**src/hw/dtm_cfg.svh**
```systemverilog
// constants for the dual 8-bit cascadable timer: offsets, fields, reset values
// assumes a 32-bit classic wishbone slave with register index times four as byte address
`ifndef DTM_CFG_SVH
`define DTM_CFG_SVH
`define DTM_IDX_T0_DATA_LO 8'h68
`define DTM_IDX_T0_DATA_HI 8'h69
`define DTM_IDX_T1_DATA_LO 8'h6a
`define DTM_IDX_T1_DATA_HI 8'h6b
`define DTM_IDX_T0_CNT_LO 8'h6c
`define DTM_IDX_T0_CNT_HI 8'h6d
`define DTM_IDX_T1_CNT_LO 8'h6e
`define DTM_IDX_T1_CNT_HI 8'h6f
`define DTM_IDX_T0_MODE 8'h70
`define DTM_IDX_T0_CLK 8'h71
`define DTM_IDX_T1_MODE 8'h72
`define DTM_IDX_T1_CLK 8'h73
`define DTM_IDX_T0_STAT 8'h74
`define DTM_IDX_T1_STAT 8'h75
`define DTM_IDX_IRQ_MASK 8'h76
`define DTM_NIB_RESET 4'h0
`define DTM_BIT_CAP 1
`define DTM_BIT_OVF 0
`define DTM_CLK_LOW 3'h0
`define DTM_CLK_HIGH 3'h1
`define DTM_CLK_T0_EXT 3'h7
`define DTM_CLK_T1_EXT 3'h6
`define DTM_CLK_T1_CASC 3'h7
`endif

```
**src/hw/dtm_pkg.sv**
```systemverilog
// types for the dual 8-bit cascadable timer
// used by the single timer module
package dtm_pkg;
  // mode field of both timers, binary-ordered along stop to run
  typedef enum logic [2:0] {
    DTM_RELOAD_STOP = 3'h0,
    DTM_RELOAD_RUN = 3'h1,
    DTM_CAPTURE_STOP = 3'h2,
    DTM_CAPTURE_RUN = 3'h3,
    DTM_FREQ_RUN = 3'h4
  } dtm_mode_t;
endpackage : dtm_pkg

```
**src/hw/dtm_timer.sv**
```systemverilog
// dual 8-bit timer pair, cascadable to 16 bits, on a classic wishbone slave
// assumes count clock sources arrive synchronous to mclk as levels
//
// Functional notes
// - two independent timers, zero and one, each with an eight-bit count
// - chained mode clocks timer one from timer zero overflow
// - auto-reload mode reloads counter from data register on overflow
// - capture mode stores the captured count in the data register
// - capture mode data write copies counter into data, ignoring written value
// - counter write also loads data; data write leaves counter alone
// - counter is eight-bit up-counter split in two writable nibbles
// - reset clears data, counter and control registers of both timers
// - mode field decodes reload, capture, frequency, stopped or running
// - clock field selects low, high, divided high, or external clock
// - each timer has its own external clock pin
// - capture pin change sets flag, blocks captures; status read clears it
// - overflow flag toggles on each overflow, zero after reset
// - external clock sampled by system clock; levels last over one cycle
//
// The Wishbone register port was decided locally.
`timescale 1ns/10ps
`include "dtm_cfg.svh"
module dtm_timer
  import dtm_pkg::*;
(
  input wire logic mclk,
  input wire logic rst,
  input wire logic wb_cyc_i,
  input wire logic wb_stb_i,
  input wire logic wb_we_i,
  input wire logic [31:0] wb_adr_i,
  input wire logic [3:0] wb_sel_i,
  input wire logic [31:0] wb_dat_i,
  output logic [31:0] wb_dat_o,
  output logic wb_ack_o,
  input wire logic low_speed_base_clock,
  input wire logic high_speed_clock,
  input wire logic t0_ext_clock_pin,
  input wire logic t1_ext_clock_pin,
  input wire logic t0_capture_pin,
  input wire logic t1_capture_pin,
  output logic irq
);

  logic [7:0] data_q [2];
  logic [7:0] cnt_q [2];
  logic [3:0] mode_q [2];
  logic [3:0] csel_q [2];
  logic [1:0] cap_q;
  logic [1:0] ovf_q;
  logic [3:0] mask_q;
  logic [4:0] hdiv_q;
  logic [7:0] src_q;
  logic [7:0] src_prev_q;
  logic [1:0] cpin_q;
  logic [1:0] ovf_pulse;
  logic [1:0] tick;
  logic [1:0] capev;
  // timer one pin history is declared here because the tick decode reads it first
  logic t1ext_prev_q;
  logic t1ext_q;
  logic cpin_t1ext_rise;
  logic acc;
  logic wr;
  logic rd;
  logic [7:0] idx;
  logic [3:0] wnib;

  assign acc = wb_cyc_i && wb_stb_i && !wb_ack_o;
  assign wr = acc && wb_we_i && wb_sel_i[0];
  assign rd = acc && !wb_we_i;
  assign idx = wb_adr_i[9:2];
  assign wnib = wb_dat_i[3:0];

  // running decode of a mode nibble; unused codes leave the timer still
  function automatic logic is_run(input logic [3:0] m);
    is_run = (m[2:0] == DTM_RELOAD_RUN) || (m[2:0] == DTM_CAPTURE_RUN) || (m[2:0] == DTM_FREQ_RUN);
  endfunction : is_run

  function automatic logic is_cap(input logic [3:0] m);
    is_cap = m[2:1] == 2'b01;
  endfunction : is_cap

  // pick a count source: raw level from the source register for clock select
  function automatic logic pick(input logic [2:0] s, input logic [7:0] lv);
    pick = lv[s];
  endfunction : pick

  // high-speed divider; bit k is high_speed_clock divided by 2^(k+1)
  always_ff @(posedge mclk or posedge rst) begin
    if (rst) begin
      hdiv_q <= 5'h00;
    end else if (high_speed_clock && !src_q[`DTM_CLK_HIGH]) begin
      hdiv_q <= hdiv_q + 5'h01;
    end
  end

  // sampled source levels: low, high, /2../32, ext; timer one replaces slots 6 and 7
  always_ff @(posedge mclk or posedge rst) begin
    if (rst) begin
      src_q <= 8'h00;
      src_prev_q <= 8'h00;
      cpin_q <= 2'b00;
    end else begin
      src_q <= {t0_ext_clock_pin, hdiv_q, high_speed_clock, low_speed_base_clock};
      src_prev_q <= src_q;
      cpin_q <= {t1_capture_pin, t0_capture_pin};
    end
  end

  // rising edge of the selected source makes one count tick
  always_comb begin
    logic [7:0] t1lv;
    logic [7:0] t1pv;
    t1lv = src_q;
    t1pv = src_prev_q;
    t1lv[`DTM_CLK_T1_EXT] = t1_ext_clock_pin;
    t1pv[`DTM_CLK_T1_EXT] = src_q[`DTM_CLK_T0_EXT];
    tick[0] = is_run(mode_q[0]) && pick(csel_q[0][2:0], src_q) && !pick(csel_q[0][2:0], src_prev_q);
    // t1 slot 6 edge compares live pin to t0 pin history only when unused; reuse own history below
    tick[1] = is_run(mode_q[1]) && ((csel_q[1][2:0] == `DTM_CLK_T1_CASC) ? ovf_pulse[0] :
      (csel_q[1][2:0] == `DTM_CLK_T1_EXT) ? (cpin_t1ext_rise) :
      (pick(csel_q[1][2:0], t1lv) && !pick(csel_q[1][2:0], t1pv)));
    capev[0] = is_cap(mode_q[0]) && is_run(mode_q[0]) && (cpin_q[0] != t0_capture_pin) && !cap_q[0];
    capev[1] = is_cap(mode_q[1]) && is_run(mode_q[1]) && (cpin_q[1] != t1_capture_pin) && !cap_q[1];
  end

  // timer one external pin has its own edge history
  always_ff @(posedge mclk or posedge rst) begin
    if (rst) begin
      t1ext_q <= 1'b0;
      t1ext_prev_q <= 1'b0;
    end else begin
      t1ext_q <= t1_ext_clock_pin;
      t1ext_prev_q <= t1ext_q;
    end
  end
  assign cpin_t1ext_rise = t1ext_q && !t1ext_prev_q;

  assign ovf_pulse[0] = tick[0] && (cnt_q[0] == 8'hff);
  assign ovf_pulse[1] = tick[1] && (cnt_q[1] == 8'hff);

  // counters, data registers and controls of both timers
  for (genvar t = 0; t < 2; t++) begin : g_tmr
    localparam logic [7:0] DLO = t ? `DTM_IDX_T1_DATA_LO : `DTM_IDX_T0_DATA_LO;
    localparam logic [7:0] DHI = t ? `DTM_IDX_T1_DATA_HI : `DTM_IDX_T0_DATA_HI;
    localparam logic [7:0] CLO = t ? `DTM_IDX_T1_CNT_LO : `DTM_IDX_T0_CNT_LO;
    localparam logic [7:0] CHI = t ? `DTM_IDX_T1_CNT_HI : `DTM_IDX_T0_CNT_HI;
    localparam logic [7:0] MOD = t ? `DTM_IDX_T1_MODE : `DTM_IDX_T0_MODE;
    localparam logic [7:0] CKS = t ? `DTM_IDX_T1_CLK : `DTM_IDX_T0_CLK;
    localparam logic [7:0] STA = t ? `DTM_IDX_T1_STAT : `DTM_IDX_T0_STAT;

    // count: software write wins over a tick in the same cycle
    always_ff @(posedge mclk or posedge rst) begin
      if (rst) begin
        cnt_q[t] <= 8'h00;
      end else if (wr && idx == CLO) begin
        cnt_q[t][3:0] <= wnib;
      end else if (wr && idx == CHI) begin
        cnt_q[t][7:4] <= wnib;
      end else if (tick[t]) begin
        if (cnt_q[t] == 8'hff && !is_cap(mode_q[t])) begin
          cnt_q[t] <= data_q[t];
        end else begin
          cnt_q[t] <= cnt_q[t] + 8'h01;
        end
      end
    end

    // data: reload value or captured count
    always_ff @(posedge mclk or posedge rst) begin
      if (rst) begin
        data_q[t] <= 8'h00;
      end else if (wr && idx == CLO) begin
        data_q[t][3:0] <= wnib;
      end else if (wr && idx == CHI) begin
        data_q[t][7:4] <= wnib;
      end else if (wr && (idx == DLO || idx == DHI)) begin
        if (is_cap(mode_q[t])) begin
          data_q[t] <= cnt_q[t];
        end else if (idx == DLO) begin
          data_q[t][3:0] <= wnib;
        end else begin
          data_q[t][7:4] <= wnib;
        end
      end else if (capev[t]) begin
        data_q[t] <= cnt_q[t];
      end
    end

    // control nibbles; bit 3 is not implemented
    always_ff @(posedge mclk or posedge rst) begin
      if (rst) begin
        mode_q[t] <= `DTM_NIB_RESET;
        csel_q[t] <= `DTM_NIB_RESET;
      end else begin
        if (wr && idx == MOD) begin
          mode_q[t] <= {1'b0, wnib[2:0]};
        end
        if (wr && idx == CKS) begin
          csel_q[t] <= {1'b0, wnib[2:0]};
        end
      end
    end

    // status flags: capture is sticky and read-cleared, but a new event wins
    always_ff @(posedge mclk or posedge rst) begin
      if (rst) begin
        cap_q[t] <= 1'b0;
        ovf_q[t] <= 1'b0;
      end else begin
        if (capev[t]) begin
          cap_q[t] <= 1'b1;
        end else if (rd && idx == STA) begin
          cap_q[t] <= 1'b0;
        end
        if (ovf_pulse[t]) begin
          ovf_q[t] <= !ovf_q[t];
        end
      end
    end
  end

  // interrupt mask and output: capture flags of both timers are the events
  always_ff @(posedge mclk or posedge rst) begin
    if (rst) begin
      mask_q <= 4'h0;
      irq <= 1'b0;
    end else begin
      if (wr && idx == `DTM_IDX_IRQ_MASK) begin
        mask_q <= wnib;
      end
      irq <= |({cap_q[1], 1'b0, cap_q[0], 1'b0} & mask_q);
    end
  end

  // read mux, nibble in low bits
  function automatic logic [3:0] rdnib(input logic [7:0] a);
    unique case (a)
      `DTM_IDX_T0_DATA_LO: rdnib = data_q[0][3:0];
      `DTM_IDX_T0_DATA_HI: rdnib = data_q[0][7:4];
      `DTM_IDX_T1_DATA_LO: rdnib = data_q[1][3:0];
      `DTM_IDX_T1_DATA_HI: rdnib = data_q[1][7:4];
      `DTM_IDX_T0_CNT_LO: rdnib = cnt_q[0][3:0];
      `DTM_IDX_T0_CNT_HI: rdnib = cnt_q[0][7:4];
      `DTM_IDX_T1_CNT_LO: rdnib = cnt_q[1][3:0];
      `DTM_IDX_T1_CNT_HI: rdnib = cnt_q[1][7:4];
      `DTM_IDX_T0_MODE: rdnib = mode_q[0];
      `DTM_IDX_T0_CLK: rdnib = csel_q[0];
      `DTM_IDX_T1_MODE: rdnib = mode_q[1];
      `DTM_IDX_T1_CLK: rdnib = csel_q[1];
      `DTM_IDX_T0_STAT: rdnib = {2'b00, cap_q[0], ovf_q[0]};
      `DTM_IDX_T1_STAT: rdnib = {2'b00, cap_q[1], ovf_q[1]};
      `DTM_IDX_IRQ_MASK: rdnib = mask_q;
      default: rdnib = 4'h0; // unmapped reads zero, still acked
    endcase
  endfunction : rdnib

  // wishbone answer one cycle after the strobe, dropped the cycle after
  always_ff @(posedge mclk or posedge rst) begin
    if (rst) begin
      wb_ack_o <= 1'b0;
      wb_dat_o <= 32'h0000_0000;
    end else begin
      wb_ack_o <= acc;
      wb_dat_o <= rd ? {28'h000_0000, rdnib(idx)} : 32'h0000_0000;
    end
  end

  // checks
  AST_OVF_TOGGLE: assert property (@(posedge mclk) disable iff (rst) ovf_pulse[0] |=> ovf_q[0] != $past(ovf_q[0]))
    else $error("t0 overflow flag did not toggle");
  AST_STOP_HOLD: assert property (@(posedge mclk) disable iff (rst)
    (!is_run(mode_q[0]) && !wr) |=> cnt_q[0] == $past(cnt_q[0]))
    else $error("stopped t0 counter moved");
  AST_CNT_WR_DATA: assert property (@(posedge mclk) disable iff (rst)
    (wr && idx == `DTM_IDX_T0_CNT_LO) |=> data_q[0][3:0] == $past(wnib))
    else $error("counter write did not reach data");
  AST_DATA_WR_CNT: assert property (@(posedge mclk) disable iff (rst)
    (wr && idx == `DTM_IDX_T0_DATA_LO && !tick[0]) |=> cnt_q[0] == $past(cnt_q[0]))
    else $error("data write changed counter");
  AST_CAP_COPY: assert property (@(posedge mclk) disable iff (rst)
    (wr && idx == `DTM_IDX_T1_DATA_HI && is_cap(mode_q[1])) |=> data_q[1] == $past(cnt_q[1]))
    else $error("capture mode data write did not copy counter");
  AST_RELOAD: assert property (@(posedge mclk) disable iff (rst)
    (ovf_pulse[0] && !is_cap(mode_q[0]) && !wr) |=> cnt_q[0] == $past(data_q[0]))
    else $error("reload value not loaded");
  AST_CASCADE: assert property (@(posedge mclk) disable iff (rst)
    (csel_q[1][2:0] == `DTM_CLK_T1_CASC && is_run(mode_q[1])) |-> tick[1] == ovf_pulse[0])
    else $error("cascade tick mismatch");
  AST_CAP_BLOCK: assert property (@(posedge mclk) disable iff (rst)
    cap_q[0] |-> !capev[0])
    else $error("capture while flag set");
  AST_CAP_SET: assert property (@(posedge mclk) disable iff (rst)
    capev[0] |=> cap_q[0] && data_q[0] == $past(cnt_q[0]))
    else $error("capture not stored");
  AST_ACK: assert property (@(posedge mclk) disable iff (rst) wb_ack_o |=> !wb_ack_o)
    else $error("ack held two cycles");

  // timer one mirrors the overflow, stop, reload and capture-block checks of timer zero; a bug in the generate index would show here
  AST_T1_OVF_TOGGLE: assert property (@(posedge mclk) disable iff (rst)
    ovf_pulse[1] |=> ovf_q[1] != $past(ovf_q[1]))
    else $error("t1 overflow flag did not toggle");
  AST_T1_STOP_HOLD: assert property (@(posedge mclk) disable iff (rst)
    (!is_run(mode_q[1]) && !wr) |=> cnt_q[1] == $past(cnt_q[1]))
    else $error("stopped t1 counter moved");
  AST_T1_RELOAD: assert property (@(posedge mclk) disable iff (rst)
    (ovf_pulse[1] && !is_cap(mode_q[1]) && !wr) |=> cnt_q[1] == $past(data_q[1]))
    else $error("t1 reload value not loaded");
  AST_T1_CAP_BLOCK: assert property (@(posedge mclk) disable iff (rst)
    cap_q[1] |-> !capev[1])
    else $error("t1 capture while flag set");

  // a status read clears the capture flag unless a new capture lands in the same cycle
  AST_CAP_CLEAR: assert property (@(posedge mclk) disable iff (rst)
    (rd && idx == `DTM_IDX_T0_STAT && !capev[0]) |=> !cap_q[0])
    else $error("status read left capture flag set");
  AST_T1_CAP_SET: assert property (@(posedge mclk) disable iff (rst)
    (capev[1] && !wr) |=> cap_q[1] && data_q[1] == $past(cnt_q[1]))
    else $error("t1 capture not stored");

  // interrupt is a registered copy, so it trails a masked flag by one cycle
  AST_IRQ_RAISE: assert property (@(posedge mclk) disable iff (rst)
    (cap_q[0] && mask_q[1]) |=> irq)
    else $error("masked-in capture flag did not raise irq");
  AST_IRQ_QUIET: assert property (@(posedge mclk) disable iff (rst)
    (!cap_q[0] && !cap_q[1]) |=> !irq)
    else $error("irq high with no capture flag");

  // read data is zero outside a read answer, so a stale nibble never leaks
  AST_DAT_IDLE: assert property (@(posedge mclk) disable iff (rst)
    !wb_ack_o |-> wb_dat_o == 32'h0000_0000)
    else $error("read data outside an answer");

  COV_OVF: cover property (@(posedge mclk) disable iff (rst) ovf_pulse[0]);
  COV_T1_EXT: cover property (@(posedge mclk) disable iff (rst) tick[1] && csel_q[1][2:0] == `DTM_CLK_T1_EXT);
  COV_CAP_CLR: cover property (@(posedge mclk) disable iff (rst) cap_q[0] && rd && idx == `DTM_IDX_T0_STAT);
  COV_CASC: cover property (@(posedge mclk) disable iff (rst) tick[1] && csel_q[1][2:0] == `DTM_CLK_T1_CASC);
  COV_CAP: cover property (@(posedge mclk) disable iff (rst) capev[1]);

endmodule : dtm_timer

```
**config.mk**
```make
export PLATFORM = sky130hd
export DESIGN_NAME = dtm_timer
export DESIGN_NICKNAME = d
export VERILOG_FILES = /design/src/hw/dtm_pkg.sv /design/src/hw/dtm_timer.sv
export VERILOG_INCLUDE_DIRS = /design/src /design/src/hw
export SDC_FILE = /design/constraint.sdc
export NUM_CORES = 1
export LEC_CHECK = 0
export BUFFER_PORTS_ARGS = -buffer_cell sky130_fd_sc_hd__buf_2
export CORE_ASPECT_RATIO = 1.25
export CORE_MARGIN = 2
export CORE_UTILIZATION = 42
export CTS_CLUSTER_SIZE = 24
export DETAILED_ROUTE_END_ITERATION = 7
export HOLD_SLACK_MARGIN = 0.03
export PLACE_DENSITY_LB_ADDON = 0.12
export SLEW_MARGIN = 0
export SYNTH_ARGS = -nofsm -noshare
export SYNTH_HDL_FRONTEND = slang
export SYNTH_SLANG_ARGS = --single-unit
```
**constraint.sdc**
```tcl
create_clock -name mclk -period 2.5 [get_ports mclk]
set_input_delay 0.125 -clock mclk [delete_from_list [all_inputs] [get_ports mclk]]
set_output_delay 0.125 -clock mclk [all_outputs]
set_load 0.02 [all_outputs]
```
## Word level (Yosys, flattened, before mapping)

Index checks and enable logic that the tools add are counted.

| word-level totals | value |
|---|---|
| register bits after elaboration | 83 |
| bits of input ports | 79 |
| output and inout bits | 34 |
| logic and storage cells | 182 |

| cells by class | value |
|---|---|
| add/subtract/negate cells | 3 |
| magnitude comparators | 2 |
| equal/unequal tests | 35 |
| multiplexer cells | 42 |
| bitwise logic cells | 3 |
| reductions and logical operators | 71 |

Operators with widths:

| operator | number |
|---|---|
| $eq 8x7->1 const B | 15 |
| $mux 8 | 10 |
| $mux 4 | 17 |
| $pmux 4 s15 | 1 |
| $logic_and 1x1->1 | 34 |
| $add 8x1->8 const B | 2 |
| $eq 8x8->1 const B | 2 |
| $bmux 1 s3 | 4 |
| $eq 3x3->1 const B | 4 |
| $logic_not 1->1 | 12 |
| $ne 4x4->1 const B | 3 |
| $reduce_and 3->1 | 4 |
| $reduce_bool 2->1 | 6 |
| $reduce_bool 3->1 | 4 |
| $mux 1 | 10 |
| $lt 3x4->1 const B | 2 |
| $reduce_and 2->1 | 4 |
| $eq 3x1->1 const B | 2 |
| $eq 3x2->1 const B | 2 |
| $logic_or 1x1->1 | 6 |
| $add 5x1->5 const B | 1 |
| $and 4x4->4 | 1 |
| $eq 2x1->1 const B | 2 |
| $ne 2x2->1 const B | 2 |
| 4 further kinds | 6 |

## Longest topological paths before layout

| logic depth | value |
|---|---|
| depth in word-level cells | 11 |
| mapped depth | 8 |
| depth with buffers taken out | 7 |

## Worst setup path before layout

OpenSTA, ideal clock, no wires.

| timing | value |
|---|---|
| path kind | register -> register |
| start point | register wb_ack_o |
| end point | register data_q[10] (netlist name) |
| setup time | 125 ps |
| arrival | 2010 ps |
| data required time | 2375 ps |
| path slack | 365 ps |
| cell stages (with the launch flop) | 7 |
| buffers on the path | 0 |
| period minus slack after synthesis | 2135 ps |
| path through | dfrtp_1 -> nand3b_2 -> or3_4 -> a211oi_1 -> nand2_1 -> nand2_1 -> mux2_2 |

| between the ends | value |
|---|---|
| longest elaborated chain between the ends | 8 |
| elaborated cells on any way between the ends | 14 |
| classes of those cells | 2 x eq/ne; 3 x mux; 9 x reduce/logical |

Ends and longest elaborated chain:

| element | line | text |
|---|---|---|
| start: declaration | dtm_timer.sv:35 | `output logic wb_ack_o,` |
| start signal: assignment | dtm_timer.sv:262 | `wb_ack_o <= 1'b0;` |
| start signal: assignment | dtm_timer.sv:265 | `wb_ack_o <= acc;` |
| $logic_not 1->1 * | dtm_timer.sv:69 | `assign acc = wb_cyc_i && wb_stb_i && !wb_ack_o;` |
| $logic_and 1x1->1 * | dtm_timer.sv:69 |  |
| $logic_and 1x1->1 * (2 in series) | dtm_timer.sv:70 | `assign wr = acc && wb_we_i && wb_sel_i[0];` |
| $logic_and 1x1->1 | dtm_timer.sv:178 | `end else if (wr && (idx == DLO \|\| idx == DHI)) begin` |
| $mux 8 | dtm_timer.sv:178 |  |
| $mux 4 | dtm_timer.sv:176 | `end else if (wr && idx == CHI) begin` |
| $mux 4 | dtm_timer.sv:174 | `end else if (wr && idx == CLO) begin` |
| end signal: indexed assignment | dtm_timer.sv:175 | `data_q[t][3:0] <= wnib;` |
| end signal: indexed assignment | dtm_timer.sv:177 | `data_q[t][7:4] <= wnib;` |
| end signal: indexed assignment | dtm_timer.sv:180 | `data_q[t] <= cnt_q[t];` |
| end: declaration | dtm_timer.sv:45 | `logic [7:0] data_q [2];` |

Every way passes the cells marked *; elsewhere a longest branch is shown, timed or not. The select of a mux whose other input is x is not followed.
A chain may end at the register's enable or synchronous reset.

## Worst setup path after layout

| timing | value |
|---|---|
| start point | register wb_ack_o |
| end point | register data_q[8] (netlist name) |

The elaborated chain is that of the path after synthesis.

==> flow_summary.yaml <==
timing:
  setup_viol: 0
  slew_headroom_pct: 55.9
  period_minus_slack_ns: 2.29
  worst_slew_pin_slew_ns: 0.660
  finalMaxSlewViolations: 0
  holdWs_ns: 0.163
  rsz0062_at_grt: "false"
  post-route-period-util_pct: 91.6
  hold_viol_final: 0
  setup_tns_ns: 0
  fmaxAchievable_mhz: 437
  fin_skew_ns: 0.00513
layout:
  multi_input_area_sq_um: 2550
  fill_cells: 1004
  fin_area_sq_um: 5570
  nets: 616
  final_common_cell: "dfrtp_1"
  fin_util_pct: 50.1
  syn2layout_area_growth_pct: 15.3
  drive_gt1_share_pct: 23.4
  antennaDiodeCount: 0
  layout_common_cells: "dfrtp_1, nand2_1, mux2_2"
  seq_area_sq_um: 2080
placed_design:
  place_congestion: 0.928
  hpwl_mm: 9.50
  portBuffers: 29
  place_area_sq_um: 5170
clock_tree:
  clock_path_buffers: 2
  clk_pin_slew_ns: 0.07
  insertion_delay_ns: 0.34
  clock_sinks: 83
  htree_levels: 3
  cts_tree: "yes"
  numCtsBuffers: 9
  cts_root_buf: "clkbuf_16"
floorplanning:
  die_area_sq_um: 12400
  dieHeight_um: 124
  rows: 43
  ios: 113
  core_sq_um: 11100
  initial_core_util_pct: 43.4
  die_x_um: 100
run_status:
  status: "finished clean"
synth:
  syn_inst: 478
  synth_top_cells_by_area: "dfrtp_1, mux2_2, mux2i_1, buf_4, nand2_1"
  synth_area_sq_um: 4840
  synthDistinctLibCells: 65
  synth_ff_type: "dfrtp_1"
  ys_warn_count: 0
  synth_edf_count: 0
  async_flop_share_pct: 100
  ys_ff_latch: 83
  synth_area_per_cell_sq_um: 10.1
  yosys.area.top_type: "dfrtp_1"
  synth_seq_area_share_pct: 42.9
  synth_top_area_share_pct: 42.9
global_route:
  grt_pass1_vias: 3816
  gr-total-overflow: 0
  antenna_found_initial: 0
  grt_first_pass_wirelength_mm: 20.6
  grt_max_degree: 50
  track_usage_pct: 22.0
routing:
  via_per_inst: 5.82
  drt_pre_antenna_iters: 5
  ant_nets: 0
  drt_wl_total_mm: 12.9
  route.detailed.wl_per_inst_um: 19.1
  vias: 3923
  drt_iter0_markers: 228
  drc: 0
critical_path:
  path_class: "reg -> reg"
  cp_max_fo: 8
  critical_path_arrival_ns: 2.51
  critPathLaunchType: "flip-flop"
  crit_required_ns: 2.72
  end_kind: "flip-flop"
job:
  maxCapViolations: 0
power:
  ir_worst_vdd_mv: 0.510
  p_leak_uw: 0.00255
  power_density_nw_per_um2: 616
worst_hold_path:
  holdCritPathClass: "in -> reg"
==> path summary, 6_finish.rpt <==
path	startpoint	endpoint	slack [ns]	cells after the start
max in group asynchronous	rst	cap_q[1]$_DFFE_PP0P_	1.43	4
setup reg to reg	wb_ack_o$_DFF_PP0_	data_q[8]$_DFFE_PP0P_	0.21	6
setup / recovery	wb_ack_o$_DFF_PP0_	data_q[8]$_DFFE_PP0P_	0.21	6
hold / removal	wb_we_i	wb_dat_o[0]$_DFF_PP0_	0.16	4
hold reg to reg	src_q[7]$_DFF_PP0_	src_prev_q[7]$_DFF_PP0_	0.38	0
min in group asynchronous	rst	cnt_q[1]$_DFFE_PP0P_	0.40	3
==> synth_stat cells, types with 8 or more instances <==
cell type / n
nand2_1: 45
a21oi_1: 25
nor2b_1: 8
nor2_1: 24
o21ai_0: 22
mux2_2: 34
a31oi_1: 9
mux2i_1: 22
dfrtp_1: 83
buf_4: 29
nand2b_1: 13
nor3_1: 16
inv_1: 10
nand3_1: 13
==> layer usage <==
layer	GRT usage (%)	wire length, um	up-vias
li1	-	-	1807
met3	3.20	602	33
met2	37.3	6450	143
met4	10.5	525	0
met5	0	0	-
met1	27.6	5290	1940
==> state kept, by name, summed over array words and instances, names as in the netlist, 2 cells and up <==
signal	flops
csel_q	6
src_q	8
src_prev_q	8
mode_q	6
hdiv_q	5
cnt_q	16
data_q	16
wb_dat_o	4
cap_q	2
ovf_q	2
cpin_q	2
mask_q	4
==> logic make-up after synthesis <==
family	Yosys count	share of synthesized area (%)
AOI/OAI and AO/OA	109	15.4
xor gates and xnor gates	13	2.35
adders and majority gates	3	0.776
buffers and inverters	53	6.47
DFF	83	42.9
muxes	63	15.4
other	1	0.0775
and+or+nand+nor	153	16.5
==> layout make-up <==
class                      count  area share [%]
multi-input combinational    369            45.7
inverter                      11           0.763
sequential                    83            37.3
clock buffer                   9            4.04
timing repair buffer          60            7.32
clock inverter                 7            1.89
tap                          135            3.03
==> power by group <==
group          leakage, uW  switching, uW  internal (uW)
clock             0.000159            583            891
combinational      0.00129            213            160
sequential         0.00110           96.9           1490
==> worst max-delay path, cell delays in order (launching register included) <==
cell	delay, ns
dfrtp_1	0.37
nand3b_2	0.34
or3_4	0.45
a211oi_1	0.37
nand2_1	0.10
nand2_1	0.18
mux2_2	0.37
==> through the flow <==
stage | setup slack, ns | total power (uW) | cells
after global routing | 0.0854 | 3590 | 674
final | 0.210 | 3430 | 674
after global placement | 0.226 | 1970 | 651
after floorplan | 0.238 | 1890 | 505
after CTS | 0.211 | 3470 | 674
after detailed placement | 0.221 | 1980 | 651
==> repair_timing <==
action                     in CTS  in global routing
hold endpoints to repair       40                  0
setup endpoints to repair       0                  0
hold buffers                    7                  0
resized for setup               0                  0
buffers inserted                0                  0
Power figures use the tool's default switching activity.
